File: src/logic/mstp_cfg_pkg.sv
package mstp_cfg_pkg;

	// ------------------------------------------------------------
	// clock and timing
	// ------------------------------------------------------------
	localparam int unsigned CLK_HZ = 50_000_000;
	localparam int unsigned LOSS_UNIT_MS = 100;
	localparam int unsigned LOSS_UNIT_CYCLES = (CLK_HZ / 1000) * LOSS_UNIT_MS;

	// ------------------------------------------------------------
	// parameter numbers on the operator access port
	// ------------------------------------------------------------
	localparam logic [7:0] PNUM_PROTOCOL = 8'h01;
	localparam logic [7:0] PNUM_NODE = 8'h02;
	localparam logic [7:0] PNUM_BAUD = 8'h03;
	localparam logic [7:0] PNUM_LOSS_REACT = 8'h05;
	localparam logic [7:0] PNUM_LOSS_TIMEOUT = 8'h06;
	localparam logic [7:0] PNUM_INST_LOW = 8'h08;
	localparam logic [7:0] PNUM_INST_HIGH = 8'h09;
	localparam logic [7:0] PNUM_PRESET = 8'h0a;
	localparam logic [7:0] PNUM_STATUS = 8'h80;

	// ------------------------------------------------------------
	// reset values and upper limits of the settings
	// ------------------------------------------------------------
	localparam logic [15:0] RST_PROTOCOL = 16'h0003;
	localparam logic [15:0] RST_NODE = 16'h0001;
	localparam logic [15:0] RST_BAUD = 16'h0003;
	localparam logic [15:0] RST_LOSS_REACT = 16'h0001;
	localparam logic [15:0] RST_LOSS_TIMEOUT = 16'h0014;
	localparam logic [15:0] RST_INST_LOW = 16'h0001;
	localparam logic [15:0] RST_INST_HIGH = 16'h0000;
	localparam logic [15:0] RST_PRESET = 16'h0000;
	localparam logic [15:0] MAX_PROTOCOL = 16'h0003;
	localparam logic [15:0] MAX_NODE = 16'h007f;
	localparam logic [15:0] MAX_BAUD = 16'h0008;
	localparam logic [15:0] MAX_LOSS_REACT = 16'h0004;
	localparam logic [15:0] MAX_INST_HIGH = 16'h003f;

	// ------------------------------------------------------------
	// codes
	// ------------------------------------------------------------
	localparam logic [15:0] PROTO_MODBUS = 16'h0000;
	localparam logic [15:0] PROTO_N2 = 16'h0001;
	localparam logic [15:0] PROTO_P1 = 16'h0002;
	localparam logic [15:0] PROTO_BACNET = 16'h0003;
	localparam logic [15:0] BAUD_MIN_BACNET = 16'h0003;
	localparam logic [15:0] LOSS_IGNORE = 16'h0000;
	localparam logic [15:0] LOSS_ALARM = 16'h0001;
	localparam logic [15:0] LOSS_FAULT = 16'h0002;
	localparam logic [15:0] LOSS_FAULT_OPEN = 16'h0003;
	localparam logic [15:0] LOSS_PRESET = 16'h0004;
	localparam logic [15:0] ALARM_CODE_COMM_LOSS = 16'h000e;
	localparam int unsigned STATUS_LOSS = 0;
	localparam int unsigned STATUS_BAUD_ERR = 1;
	localparam int unsigned STATUS_ACTIVE = 2;
	localparam int unsigned STATUS_BUSY = 3;

	// bit rates selected by baud codes 0 to 8
	localparam int unsigned BAUD_RATE [9] = '{1200, 2400, 4800, 9600, 19200, 38400, 57600, 76800, 115200};
	localparam int unsigned DIV_W = 17;

	// clock cycles per bit, rounded to nearest
	function automatic logic [DIV_W-1:0] baud_divisor(input logic [15:0] code);
		int unsigned rate;
		rate = BAUD_RATE[3];
		if (code <= MAX_BAUD) begin
			rate = BAUD_RATE[code[3:0]];
		end
		return DIV_W'((CLK_HZ + rate / 2) / rate);
	endfunction : baud_divisor

endpackage : mstp_cfg_pkg

File: src/logic/baud_tick_gen.sv
`timescale 1ns/1ps
module baud_tick_gen (
	input wire logic clock, // system clock
	input wire logic arst_n, // async reset
	input wire logic enable, // run the divider
	input wire logic [mstp_cfg_pkg::DIV_W-1:0] divisor, // cycles per bit
	output logic tick // one-cycle bit-rate pulse
);
	import mstp_cfg_pkg::*;

	logic [DIV_W-1:0] count;

	// ------------------------------------------------------------
	// divider; a changed divisor takes effect at once, in the current count
	// ------------------------------------------------------------
	always_ff @(posedge clock or negedge arst_n) begin
		if (!arst_n) begin
			count <= '0;
			tick <= 1'b0;
		end else if (!enable) begin
			count <= '0;
			tick <= 1'b0;
		end else if (count >= divisor - DIV_W'(1)) begin
			count <= '0;
			tick <= 1'b1;
		end else begin
			count <= count + DIV_W'(1);
			tick <= 1'b0;
		end
	end

endmodule : baud_tick_gen

File: src/logic/loss_timer.sv
`timescale 1ns/1ps
module loss_timer #(
	parameter int unsigned UNIT_CYCLES = mstp_cfg_pkg::LOSS_UNIT_CYCLES // cycles per timeout unit
) (
	input wire logic clock, // system clock
	input wire logic arst_n, // async reset
	input wire logic enable, // supervision active
	input wire logic restart, // valid exchange seen
	input wire logic [15:0] timeout, // limit in units
	output logic expired // silence reached the limit
);
	import mstp_cfg_pkg::*;

	logic [31:0] prescale;
	logic [15:0] units;

	// ------------------------------------------------------------
	// unit prescaler and unit count, both cleared by restart
	// ------------------------------------------------------------
	always_ff @(posedge clock or negedge arst_n) begin
		if (!arst_n) begin
			prescale <= '0;
			units <= '0;
		end else if (!enable || restart) begin
			prescale <= '0;
			units <= '0;
		end else if (prescale >= 32'(UNIT_CYCLES - 1)) begin
			prescale <= '0;
			if (units != 16'hffff) begin
				units <= units + 16'h0001; // saturates
			end
		end else begin
			prescale <= prescale + 32'h0000_0001;
		end
	end

	// a zero limit would trip at once; treat it as expired immediately by design
	assign expired = enable && !restart && (units >= timeout);

endmodule : loss_timer

File: src/logic/mstp_port_config_supervisor.sv
// Overview of operation
// RQ1: protocol code 0..3, resets to BACnet 3
// RQ2: node address 0..127, resets to 1
// RQ3: integrator keeps node addresses unique per segment
// RQ4: at most 127 devices per segment
// RQ5: baud code 0..8 picks rate, default 9600
// RQ6: BACnet with baud code below 3 flags error
// RQ7: silence past timeout declares communication loss
// RQ8: loss reaction 0..4, default 1 alarm
// RQ9: reaction 2 sends external fault to drive
// RQ10: reaction 3 also opens bypass contactor
// RQ11: reaction 4 shows alarm, runs preset speed
// RQ12: instance id from low and high words
// RQ13: controller initiates, device executes then responds
// RQ14: answer at once, slow commands await token
// RQ15: operator power-cycles after changing settings
// RQ16: loss timer restarts per exchange, idle at 0
`timescale 1ns/1ps
module mstp_port_config_supervisor #(
	parameter int unsigned LOSS_UNIT_CYCLES = mstp_cfg_pkg::LOSS_UNIT_CYCLES // cycles per 100 ms unit
) (
	input wire logic clock, // 50 MHz system clock
	input wire logic arst_n, // async reset, active low
	input wire logic param_wr, // operator write strobe
	input wire logic [7:0] param_sel, // parameter number
	input wire logic [15:0] param_wdata, // value to write
	output logic [15:0] param_rdata, // selected parameter value
	output logic param_reject, // write refused, out of range
	input wire logic req_valid, // request addressed to us
	input wire logic req_slow, // request needs extra processing
	input wire logic proc_done, // local function finished
	input wire logic token_held, // we own the token now
	output logic resp_send, // send the response now
	output logic busy, // request in progress
	output logic [1:0] protocol_code, // active protocol
	output logic [6:0] station_address, // physical station address
	output logic [21:0] instance_id, // device object instance
	output logic bacnet_active, // BACnet selected and legal
	output logic illegal_baud_error, // illegal baud for BACnet
	output logic bit_tick, // bit-rate enable pulse
	output logic comm_loss, // communication loss latched
	output logic comm_loss_alarm, // alarm to operator
	output logic external_fault_indication, // fault sent to drive
	output logic bypass_contactor_open, // open bypass contactor
	output logic preset_run, // run at preset speed
	output logic [15:0] preset_speed, // preset speed setting
	output logic [15:0] display_code // alarm code for display
);
	import mstp_cfg_pkg::*;

	typedef enum {st_idle, st_process, st_wait_token, st_respond} xfer_state_e;

	// ------------------------------------------------------------
	// settings
	// ------------------------------------------------------------
	logic [15:0] protocol_select;
	logic [15:0] node_address;
	logic [15:0] baud_code;
	logic [15:0] loss_reaction_select;
	logic [15:0] loss_timeout_setting;
	logic [15:0] instance_id_low;
	logic [15:0] instance_id_high;
	logic [15:0] preset_speed_setting;

	logic wr_in_range;
	logic next_reject;
	logic [15:0] next_rdata;
	logic [15:0] status_word;

	xfer_state_e state;
	xfer_state_e next_state;
	logic slow_pending;

	logic timer_enable;
	logic timer_expired;
	logic [DIV_W-1:0] divisor;

	// ------------------------------------------------------------
	// write range check, one limit per bounded parameter
	// ------------------------------------------------------------
	always_comb begin
		wr_in_range = 1'b1;
		if (param_sel == PNUM_PROTOCOL) begin
			wr_in_range = (param_wdata <= MAX_PROTOCOL); // see RQ1
		end else if (param_sel == PNUM_NODE) begin
			wr_in_range = (param_wdata <= MAX_NODE); // see RQ2
		end else if (param_sel == PNUM_BAUD) begin
			wr_in_range = (param_wdata <= MAX_BAUD); // see RQ5
		end else if (param_sel == PNUM_LOSS_REACT) begin
			wr_in_range = (param_wdata <= MAX_LOSS_REACT); // see RQ8
		end else if (param_sel == PNUM_INST_HIGH) begin
			wr_in_range = (param_wdata <= MAX_INST_HIGH); // see RQ12
		end else if (param_sel == PNUM_LOSS_TIMEOUT || param_sel == PNUM_INST_LOW
			|| param_sel == PNUM_PRESET) begin
			wr_in_range = 1'b1;
		end else begin
			wr_in_range = 1'b0; // unknown number or read-only status
		end
	end

	assign next_reject = param_wr && !wr_in_range;

	// ------------------------------------------------------------
	// setting registers; a refused write leaves the old value
	// ------------------------------------------------------------
	always_ff @(posedge clock or negedge arst_n) begin
		if (!arst_n) begin
			protocol_select <= RST_PROTOCOL; // see RQ1
			node_address <= RST_NODE; // see RQ2
			baud_code <= RST_BAUD; // see RQ5
			loss_reaction_select <= RST_LOSS_REACT; // see RQ8
			loss_timeout_setting <= RST_LOSS_TIMEOUT;
			instance_id_low <= RST_INST_LOW; // see RQ12
			instance_id_high <= RST_INST_HIGH; // see RQ12
			preset_speed_setting <= RST_PRESET;
		end else if (param_wr && wr_in_range) begin
			if (param_sel == PNUM_PROTOCOL) begin
				protocol_select <= param_wdata;
			end else if (param_sel == PNUM_NODE) begin
				node_address <= param_wdata;
			end else if (param_sel == PNUM_BAUD) begin
				baud_code <= param_wdata;
			end else if (param_sel == PNUM_LOSS_REACT) begin
				loss_reaction_select <= param_wdata;
			end else if (param_sel == PNUM_LOSS_TIMEOUT) begin
				loss_timeout_setting <= param_wdata;
			end else if (param_sel == PNUM_INST_LOW) begin
				instance_id_low <= param_wdata;
			end else if (param_sel == PNUM_INST_HIGH) begin
				instance_id_high <= param_wdata;
			end else if (param_sel == PNUM_PRESET) begin
				preset_speed_setting <= param_wdata;
			end
		end
	end

	// refusal pulse, one cycle after the strobe
	always_ff @(posedge clock or negedge arst_n) begin
		if (!arst_n) begin
			param_reject <= 1'b0;
		end else begin
			param_reject <= next_reject;
		end
	end

	// ------------------------------------------------------------
	// readback, registered so the port sees a clean value
	// ------------------------------------------------------------
	assign status_word = {12'h000, busy, bacnet_active, illegal_baud_error, comm_loss};

	always_comb begin
		next_rdata = 16'h0000;
		if (param_sel == PNUM_PROTOCOL) begin
			next_rdata = protocol_select;
		end else if (param_sel == PNUM_NODE) begin
			next_rdata = node_address;
		end else if (param_sel == PNUM_BAUD) begin
			next_rdata = baud_code;
		end else if (param_sel == PNUM_LOSS_REACT) begin
			next_rdata = loss_reaction_select;
		end else if (param_sel == PNUM_LOSS_TIMEOUT) begin
			next_rdata = loss_timeout_setting;
		end else if (param_sel == PNUM_INST_LOW) begin
			next_rdata = instance_id_low;
		end else if (param_sel == PNUM_INST_HIGH) begin
			next_rdata = instance_id_high;
		end else if (param_sel == PNUM_PRESET) begin
			next_rdata = preset_speed_setting;
		end else if (param_sel == PNUM_STATUS) begin
			next_rdata = status_word;
		end
	end

	always_ff @(posedge clock or negedge arst_n) begin
		if (!arst_n) begin
			param_rdata <= 16'h0000;
		end else begin
			param_rdata <= next_rdata;
		end
	end

	// ------------------------------------------------------------
	// derived configuration
	// ------------------------------------------------------------
	// the error is a level: it clears as soon as either setting is fixed
	assign illegal_baud_error = (protocol_select == PROTO_BACNET)
		&& (baud_code < BAUD_MIN_BACNET); // see RQ6
	// an illegal setting keeps the port silent rather than half-working
	assign bacnet_active = (protocol_select == PROTO_BACNET) && !illegal_baud_error; // see RQ6
	assign protocol_code = protocol_select[1:0]; // see RQ1
	assign station_address = node_address[6:0]; // see RQ2
	assign instance_id = {instance_id_high[5:0], instance_id_low}; // see RQ12
	assign preset_speed = preset_speed_setting;
	assign divisor = baud_divisor(baud_code); // see RQ5

	baud_tick_gen u_baud (
		.clock(clock),
		.arst_n(arst_n),
		.enable(bacnet_active),
		.divisor(divisor),
		.tick(bit_tick)
	);

	// ------------------------------------------------------------
	// request and response sequencing
	// ------------------------------------------------------------
	// only the controller starts an exchange; requests arriving while busy are dropped
	always_comb begin
		next_state = state;
		case (state)
			st_idle: begin
				if (req_valid && bacnet_active) begin
					next_state = st_process; // see RQ13
				end
			end
			st_process: begin
				if (proc_done) begin
					next_state = slow_pending ? st_wait_token : st_respond; // see RQ14
				end
			end
			st_wait_token: begin
				if (token_held) begin
					next_state = st_respond; // see RQ14
				end
			end
			st_respond: begin
				next_state = st_idle;
			end
			default: begin
				next_state = st_idle;
			end
		endcase
	end

	always_ff @(posedge clock or negedge arst_n) begin
		if (!arst_n) begin
			state <= st_idle;
		end else begin
			state <= next_state;
		end
	end

	// remember whether the request asked for deferral
	always_ff @(posedge clock or negedge arst_n) begin
		if (!arst_n) begin
			slow_pending <= 1'b0;
		end else if (state == st_idle && req_valid && bacnet_active) begin
			slow_pending <= req_slow;
		end
	end

	assign resp_send = (state == st_respond); // see RQ13
	assign busy = (state != st_idle);

	// ------------------------------------------------------------
	// communication loss supervision
	// ------------------------------------------------------------
	assign timer_enable = bacnet_active && (loss_reaction_select != LOSS_IGNORE); // see RQ16

	loss_timer #(
		.UNIT_CYCLES(LOSS_UNIT_CYCLES)
	) u_loss (
		.clock(clock),
		.arst_n(arst_n),
		.enable(timer_enable),
		.restart(req_valid), // see RQ16
		.timeout(loss_timeout_setting),
		.expired(timer_expired)
	);

	// loss is sticky until the next exchange or supervision off; a request masks expiry, so that clear wins
	always_ff @(posedge clock or negedge arst_n) begin
		if (!arst_n) begin
			comm_loss <= 1'b0;
		end else if (timer_expired) begin
			comm_loss <= 1'b1; // see RQ7
		end else if (req_valid || !timer_enable) begin
			comm_loss <= 1'b0; // see RQ8
		end
	end

	// ------------------------------------------------------------
	// loss reactions, registered so outputs never glitch
	// ------------------------------------------------------------
	always_ff @(posedge clock or negedge arst_n) begin
		if (!arst_n) begin
			comm_loss_alarm <= 1'b0;
			external_fault_indication <= 1'b0;
			bypass_contactor_open <= 1'b0;
			preset_run <= 1'b0;
			display_code <= 16'h0000;
		end else begin
			comm_loss_alarm <= comm_loss && (loss_reaction_select == LOSS_ALARM
				|| loss_reaction_select == LOSS_PRESET); // see RQ8
			external_fault_indication <= comm_loss && (loss_reaction_select == LOSS_FAULT
				|| loss_reaction_select == LOSS_FAULT_OPEN); // see RQ9
			bypass_contactor_open <= comm_loss && (loss_reaction_select == LOSS_FAULT_OPEN); // see RQ10
			preset_run <= comm_loss && (loss_reaction_select == LOSS_PRESET); // see RQ11
			display_code <= (comm_loss && loss_reaction_select == LOSS_PRESET)
				? ALARM_CODE_COMM_LOSS : 16'h0000; // see RQ11
		end
	end

endmodule : mstp_port_config_supervisor

File: config.mk
export PLATFORM = sky130hd
export DESIGN_NAME = mstp_port_config_supervisor
export DESIGN_NICKNAME = d
export VERILOG_FILES = /design/src/logic/mstp_cfg_pkg.sv /design/src/logic/baud_tick_gen.sv /design/src/logic/loss_timer.sv /design/src/logic/mstp_port_config_supervisor.sv
export SDC_FILE = /design/constraint.sdc
export NUM_CORES = 1
export LEC_CHECK = 0
export BUFFER_PORTS_ARGS = -buffer_cell sky130_fd_sc_hd__clkbuf_2
export CAP_MARGIN = 20
export CORE_MARGIN = 2
export CORE_UTILIZATION = 35
export DETAILED_ROUTE_END_ITERATION = 12
export GPL_TIMING_DRIVEN = 0
export PLACE_DENSITY = 0.59
export SETUP_SLACK_MARGIN = 0.15
export SLEW_MARGIN = 20
export SYNTH_ARGS = -nofsm -noshare
export SYNTH_HDL_FRONTEND = slang
export SYNTH_HIERARCHICAL = 1
export SYNTH_SLANG_ARGS = --single-unit
File: constraint.sdc
create_clock -name clock -period 126.5 [get_ports clock]
set_clock_uncertainty 0.1 [all_clocks]
set_input_delay 18.975 -clock clock [delete_from_list [all_inputs] [get_ports clock]]
set_output_delay 18.975 -clock clock [all_outputs]
set_load 0.03 [all_outputs]
==> results of run 1 <==
-- how the worst max path moves through the flow --
stage / from / endpoint / slack, ps / depth (start not counted)
3_3_place_gp: baud_code[0]$_DFFE_PN1P_ / u_baud/count[12]$_DFF_PN0_ / 31400 / 379
6_report: baud_code[1]$_DFFE_PN1P_ / u_baud/count[10]$_DFF_PN0_ / 33340 / 383
4_1_cts: baud_code[1]$_DFFE_PN1P_ / u_baud/count[10]$_DFF_PN0_ / 33600 / 383
2_1_floorplan: baud_code[0]$_DFFE_PN1P_ / u_baud/count[10]$_DFF_PN0_ / 48080 / 379
5_1_grt: baud_code[1]$_DFFE_PN1P_ / u_baud/count[9]$_DFF_PN0_ / 24910 / 384
3_5_place_dp: baud_code[1]$_DFFE_PN1P_ / u_baud/count[8]$_DFF_PN0_ / 34010 / 384
-- cell type report --
| cell class | count | area, µm² | share of cell area [%] |
|---|---|---|---|
| Timing Repair Buffer | 113 | 782 | 2.58 |
| Sequential cell | 219 | 5490 | 18.1 |
| Antenna cell | 2 | 5.00 | 0.0165 |
| Inverter | 106 | 400 | 1.32 |
| Multi-Input combinational cell | 2935 | 20900 | 69.0 |
| Clock buffer | 38 | 714 | 2.36 |
| Tap cell | 1040 | 1300 | 4.29 |
| Buffer | 120 | 599 | 1.98 |
| Clock inverter | 8 | 97.6 | 0.322 |
-- stage by stage --
step	setup slack [ps]	cell area, µm²	utilization [%]	instances	hold slack, ps
after floorplan	48080	27400	-	3380	353
after global placement	31400	29200	37.7	4522	368
after detailed placement	34010	29500	38.2	4533	370
after CTS	33600	30300	39.2	4579	386
after global routing	24910	30300	39.2	4580	402
final	33340	30300	39.2	4581	383
-- critical path, delay by kind of cell, from the launching register on --
kind	cells	cell delay, ps
AOI/OAI and AO/OA	200	44500
muxes	6	2130
buffers and inverters	45	13540
xor gates and xnor gates	1	90
and+or+nand+nor	102	23570
adders and majority gates	29	8590
DFF	1	410
-- flip-flops by register name (all words and copies together) (netlist names) --
name / cells
state: 2
param_reject: 1
loss_reaction_select: 16
preset_speed: 16
bypass_contactor_open: 1
external_fault_indication: 1
instance_id_high: 16
comm_loss: 1
baud_code: 16
node_address: 16
slow_pending: 1
u_baud/tick: 1
display_code: 1
u_baud/count: 17
comm_loss_alarm: 1
u_loss/units: 16
protocol_select: 16
param_rdata: 16
loss_timeout_setting: 16
u_loss/prescale: 32
instance_id_low: 16
-- synth_stat cells, drive strengths merged (29+ instances only) --
master	instances	area share [%]
nor2b	35	0.80
nand2b	37	0.85
nand3	99	1.9
buf	58	1.3
a21o	53	1.5
mux2	133	5.5
o31ai	112	3.1
or2	32	0.73
dfrtp	210	19
nor2	308	4.3
nand2	309	4.3
a21oi	162	3.0
nor3	196	3.8
ha	332	15
o21a	158	4.4
o211ai	35	0.96
or3	29	0.67
nor4	33	1.2
and3	36	0.84
clkbuf	62	0.85
xor2	66	2.1
and2	97	2.2
o21ai	132	2.4
mux2i	52	1.9
inv	103	1.4
xnor2	91	2.9
nand4	40	0.94
-- logic make-up (layout without fill, tap and decap cells) --
group / after synthesis / count (layout)
other: 3 / 37
AO/OA/AOI/OAI: 922 / 922
XOR/XNOR: 157 / 157
adder cells (fa/ha/maj): 334 / 334
multiplexers: 185 / 185
buffers and inverters: 226 / 385
AND/OR/NAND/NOR: 1302 / 1302
flip-flops: 219 / 219
-- metal layers --
layer / part of all wire (%) / track usage (%) / vias to the layer above
met5: 0 / 0 / -
met4: 1.4 / 3.10 / 0
met3: 3.8 / 1.78 / 69
met2: 45 / 30.5 / 462
met1: 50 / 26.8 / 12100
li1: - / - / 12900
==> run_results.csv, run 1 <==
group,metric,value,unit
route,vias_per_cell,5.57,
timing,fin_tns_setup,0,ps
timing,hold_violations,0,
worst_hold_path,hp-class,"reg -> reg",
critical_path,r2r-end,"u_baud/count[10]$_DFF_PN0_",
critical_path,cp_max_fo,13,
critical_path,crit-reg2reg-launch,"baud_code[1]$_DFFE_PN1P_",
synthesis,ys.flop_type,"dfrtp_1",
floorplan,die_h,283,µm
route,routedWlPerCell,16.7,µm
synthesis,synthXorXnorAreaFrac,5.04,%
cells_and_area,fillers,7998,
synthesis,yosys.area_share.adder,15.3,%
timing,fin_crit_sh,73.6,%
timing,max_freq,10.7,MHz
critical_path,r2r_slack,33340,ps
critical_path,max_stage_delay,790,ps
clocking,cts_setup_buffers,0,
floorplan,start_util,35.2,%
route,wirelength,76.7,mm
route,drtIter0Drc,1424,
clocking,htreeDepth,1,
placement,dp_hpwl,61.7,mm
clocking,cts_tree,"yes",
route,dr.pass1.iters,5,
cells_and_area,area.growth.synth_to_final,11.3,%
synthesis,synthArstFlopShare,100,%
placement,gp_congestion,0.890,
clocking,clk_latency,540,ps
route,ant_nets,0,
clocking,cts_resized,0,
grt,grt_max_degree,81,
critical_path,required,126800,ps
grt,track_usage,18.6,%
floorplan,die_w,283,µm
clocking,cts_sinks,219,
synthesis,muxShareOfSynthArea,7.43,%
run_status,status,"finished, final reports clean",
cells_and_area,layout_commonest_cell,"ha_1",
synthesis,yosys.area_share.simple,24.1,%
critical_path,critical_path.startpoint_type,"flip-flop",
clocking,cts_root_buf,"clkbuf_16",
grt,antenna_found_initial,2,
grt,grt_pass1_vias,24100,
timing,timing.slew.headroom,31.6,%
route,drc,0,
synthesis,syn_area_per_cell,8.14,µm²
timing,drv_slew,0,
critical_path,end_kind,"flip-flop",
synthesis,synth_edf_count,0,
job,drv_cap,0,
synthesis,yosysSeqAreaShare,20.1,%
critical_path,arrival,93460,ps
worst_hold_path,min_from,"node_address[15]$_DFFE_PN0P_",
floorplan,die_area,0.0801,mm²
critical_path,critical_path.most_common_cell,"o21a_1",
synthesis,netlist_instances,3348,
route,dr_total_vias,25500,
synthesis,synth_seq_cells,219,
synthesis,synth.distinct_cells,125,
cells_and_area,layout.nets,3883,
synthesis,synth.cell_area,0.0273,mm²
grt,grt_pass1_wl,126,mm
synthesis,synth-compound-area-share,24.3,%
floorplan,ios,121,
critical_path,critPathSlowestCell,"nor4_1",
critical_path,worst-setup-path-type,"reg -> reg",
floorplan,coreArea,0.0773,mm²
synthesis,synth_top_family_by_area,"compound AO/OA/AOI/OAI gates",
floorplan,rows,102,
timing,worst_pin_slew,1020,ps
timing,rsz0062_at_grt,"no",
timing,post-route-min-period,93160,ps
timing,finalSetupViolCount,0,
critical_path,reg2reg_depth,383,
clocking,cts_buffers,25,
worst_hold_path,whs_path_depth,1,
clocking,clkTransAtPathRegs,60,ps
worst_hold_path,hold_end,"node_address[15]$_DFFE_PN0P_",
cells_and_area,mostFrequentLayoutCells,"332 x ha_1, 304 x nand2_1, 303 x nor2_1",
synthesis,ys.warnings.count,6,
clocking,postCtsHoldBufs,0,
grt,grt-ovfl-total,0,
clocking,clock_path_buffers,3,
placement,port_buffers,102,
cells_and_area,drive_above_1_share,13.0,%
Power of run 1 is not shown: default switching activity piles up to over one toggle a cycle in this logic, so the estimate is an artifact.
==> inputs of run 2 (changes only) <==
--- a/config.mk
+++ b/config.mk
@@ -11,7 +11,7 @@
 export CORE_UTILIZATION = 35
 export DETAILED_ROUTE_END_ITERATION = 12
 export GPL_TIMING_DRIVEN = 0
-export PLACE_DENSITY = 0.59
+export PLACE_DENSITY = 0.61
 export SETUP_SLACK_MARGIN = 0.15
 export SLEW_MARGIN = 20
 export SYNTH_ARGS = -nofsm -noshare
==> constraint.sdc (replaced) <==
create_clock -name clock -period 76.8 [get_ports clock]
set_clock_uncertainty 0.1 [all_clocks]
set_input_delay 11.52 -clock clock [delete_from_list [all_inputs] [get_ports clock]]
set_output_delay 11.52 -clock clock [all_outputs]
set_load 0.03 [all_outputs]
==> run 2 against run 1 <==
Critical path depth down 3. Via count up 3.8%. Final area up 9.3%. Global-route usage about the same. Non-clock buffer count up 183. Worst hold slack better by 5.4 ps. Setup slack worse by 29000 ps. Clock-buffer cell count down 3. Die area unchanged. Utilization up 3.7 points. Fmax up 28%. Sequential share of layout area down 1.5 points. Critical endpoint is now u_baud/count[15]$_DFF_PN0_. Largest cell class unchanged.
==> run_results.csv, run 2 (same netlist as run 1, synthesis figures left out) <==
group,metric,value,unit
timing,worst_pin_slew,1080,ps
critical_path,critPathSlowestCell,"o41ai_1",
critical_path,cp_max_fo,13,
timing,drv_slew,0,
floorplan,die_w,283,µm
route,routedWlPerCell,16.7,µm
cells_and_area,antenna_cells,0,
floorplan,coreArea,0.0773,mm²
cells_and_area,fillers,7803,
cells_and_area,mostFrequentLayoutCells,"313 x ha_1, 295 x nand2_1, 280 x nor2_1",
floorplan,rows,102,
route,dr_total_vias,26500,
floorplan,start_util,35.2,%
critical_path,arrival,73060,ps
clocking,clk_latency,520,ps
cells_and_area,top_register,"u_loss/prescale",
clocking,clkTransAtPathRegs,60,ps
grt,antenna_found_initial,0,
placement,dp_hpwl,60.6,mm
clocking,cts_buffers,24,
route,wirelength,79.3,mm
floorplan,ios,121,
clocking,cts_root_buf,"clkbuf_16",
run_status,status,"finished, final reports clean",
grt,grt_max_degree,86,
cells_and_area,ff_latch_area,0.00549,mm²
timing,finalSetupViolCount,0,
clocking,cts_sinks,219,
critical_path,required,77110,ps
critical_path,worst-setup-path-type,"reg -> reg",
timing,max_freq,13.7,MHz
cells_and_area,largest_reg_flops,32,
clocking,clock_path_buffers,3,
cells_and_area,layout_commonest_cell,"ha_1",
timing,fin_tns_setup,0,ps
timing,post-route-min-period,72750,ps
cells_and_area,drive_above_1_share,23.0,%
route,dr.pass1.iters,9,
placement,gp_congestion,0.864,
job,drv_cap,0,
route,drc,0,
grt,track_usage,18.6,%
route,ant_nets,0,
cells_and_area,top_regs,"u_loss/prescale: 32 flops, u_baud/count: 17 flops",
floorplan,die_area,0.0801,mm²
clocking,htreeDepth,1,
placement,port_buffers,102,
cells_and_area,fin_util,42.9,%
floorplan,die_h,283,µm
critical_path,end_kind,"flip-flop",
clocking,postCtsHoldBufs,0,
timing,timing.slew.headroom,27.5,%
cells_and_area,multiInputGateArea,0.0221,mm²
grt,grt_pass1_wl,127,mm
critical_path,critical_path.startpoint_type,"flip-flop",
route,vias_per_cell,5.57,
critical_path,critical_path.most_common_cell,"o21a_1",
worst_hold_path,hp-class,"reg -> reg",
grt,grt-ovfl-total,0,
timing,fin_crit_sh,94.7,%
clocking,cts_tree,"yes",
cells_and_area,final_cell_area,0.0332,mm²
timing,hold_violations,0,
critical_path,max_stage_delay,720,ps
grt,grt_pass1_vias,24800,
route,drtIter0Drc,1438,
placement,place_area,0.0295,mm²
cells_and_area,area.growth.synth_to_final,21.7,%
cells_and_area,layout.nets,4066,
-- run 2: cell count changes in the layout (fill, tap and decap cells not counted), moves of 23 or more --
cell	delta
clkbuf_1	-33
a21oi_1	-27
buf_4	+188
nor2_1	-23
-- run 2: final timing paths --
path	startpoint	endpoint	slack [ps]	cells after the start
min reg2reg	node_address[9]$_DFFE_PN0P_	node_address[9]$_DFFE_PN0P_	390	1
min in group asynchronous	arst_n	state[1]$_DFFE_PN0P_	10880	1
max reg2reg	baud_code[0]$_DFFE_PN1P_	u_baud/count[15]$_DFF_PN0_	4050	380
max in group asynchronous	arst_n	baud_code[0]$_DFFE_PN1P_	64520	3
min	node_address[9]$_DFFE_PN0P_	node_address[9]$_DFFE_PN0P_	390	1
max	baud_code[0]$_DFFE_PN1P_	u_baud/count[15]$_DFF_PN0_	4050	380
-- run 2: final cells by class --
type	count	area share, %
inverter	106	1.31
sequential	219	16.6
clock buffer	35	2.12
buffer	120	2.63
timing repair buffer	296	6.52
tap	1040	3.92
clock inverter	9	0.328
multi-input combinational	2936	66.6
-- run 2: routing by layer --
layer  global-route usage [%]  up-vias  share of wire (%)
li1                         -    13200                  -
met5                        0        -                  0
met2                     31.5      494                 46
met1                     25.6    12700                 48
met4                     3.44        0                1.7
met3                     1.97       89                4.2
-- run 2: through the flow --
stage,setup slack [ps],cells,hold WS [ps]
after CTS,150,4627,387
final,4050,4761,388
after floorplan,254,3380,353
after detailed placement,-14540,4532,370
after global routing,-213,4761,398
after global placement,-14280,4522,368
-- run 2: critical path, delay by kind of cell, from the launching register on --
kind	cells	cell delay, ps
AO/OA/AOI/OAI	204	39380
AND/OR/NAND/NOR	93	16120
adder cells (fa/ha/maj)	28	7660
buffers and inverters	46	6650
multiplexers	8	1940
flip-flops	1	600
XOR/XNOR	1	100
-- run 2: repair_timing --
action | in CTS | in global routing
gates cloned | 1 | 3
setup endpoints to repair | 18 | 18
gates resized for setup | 187 | 211
pin swaps | 34 | 107
buffers inserted | 50 | 131
Power of run 2 is left out for the same reason.
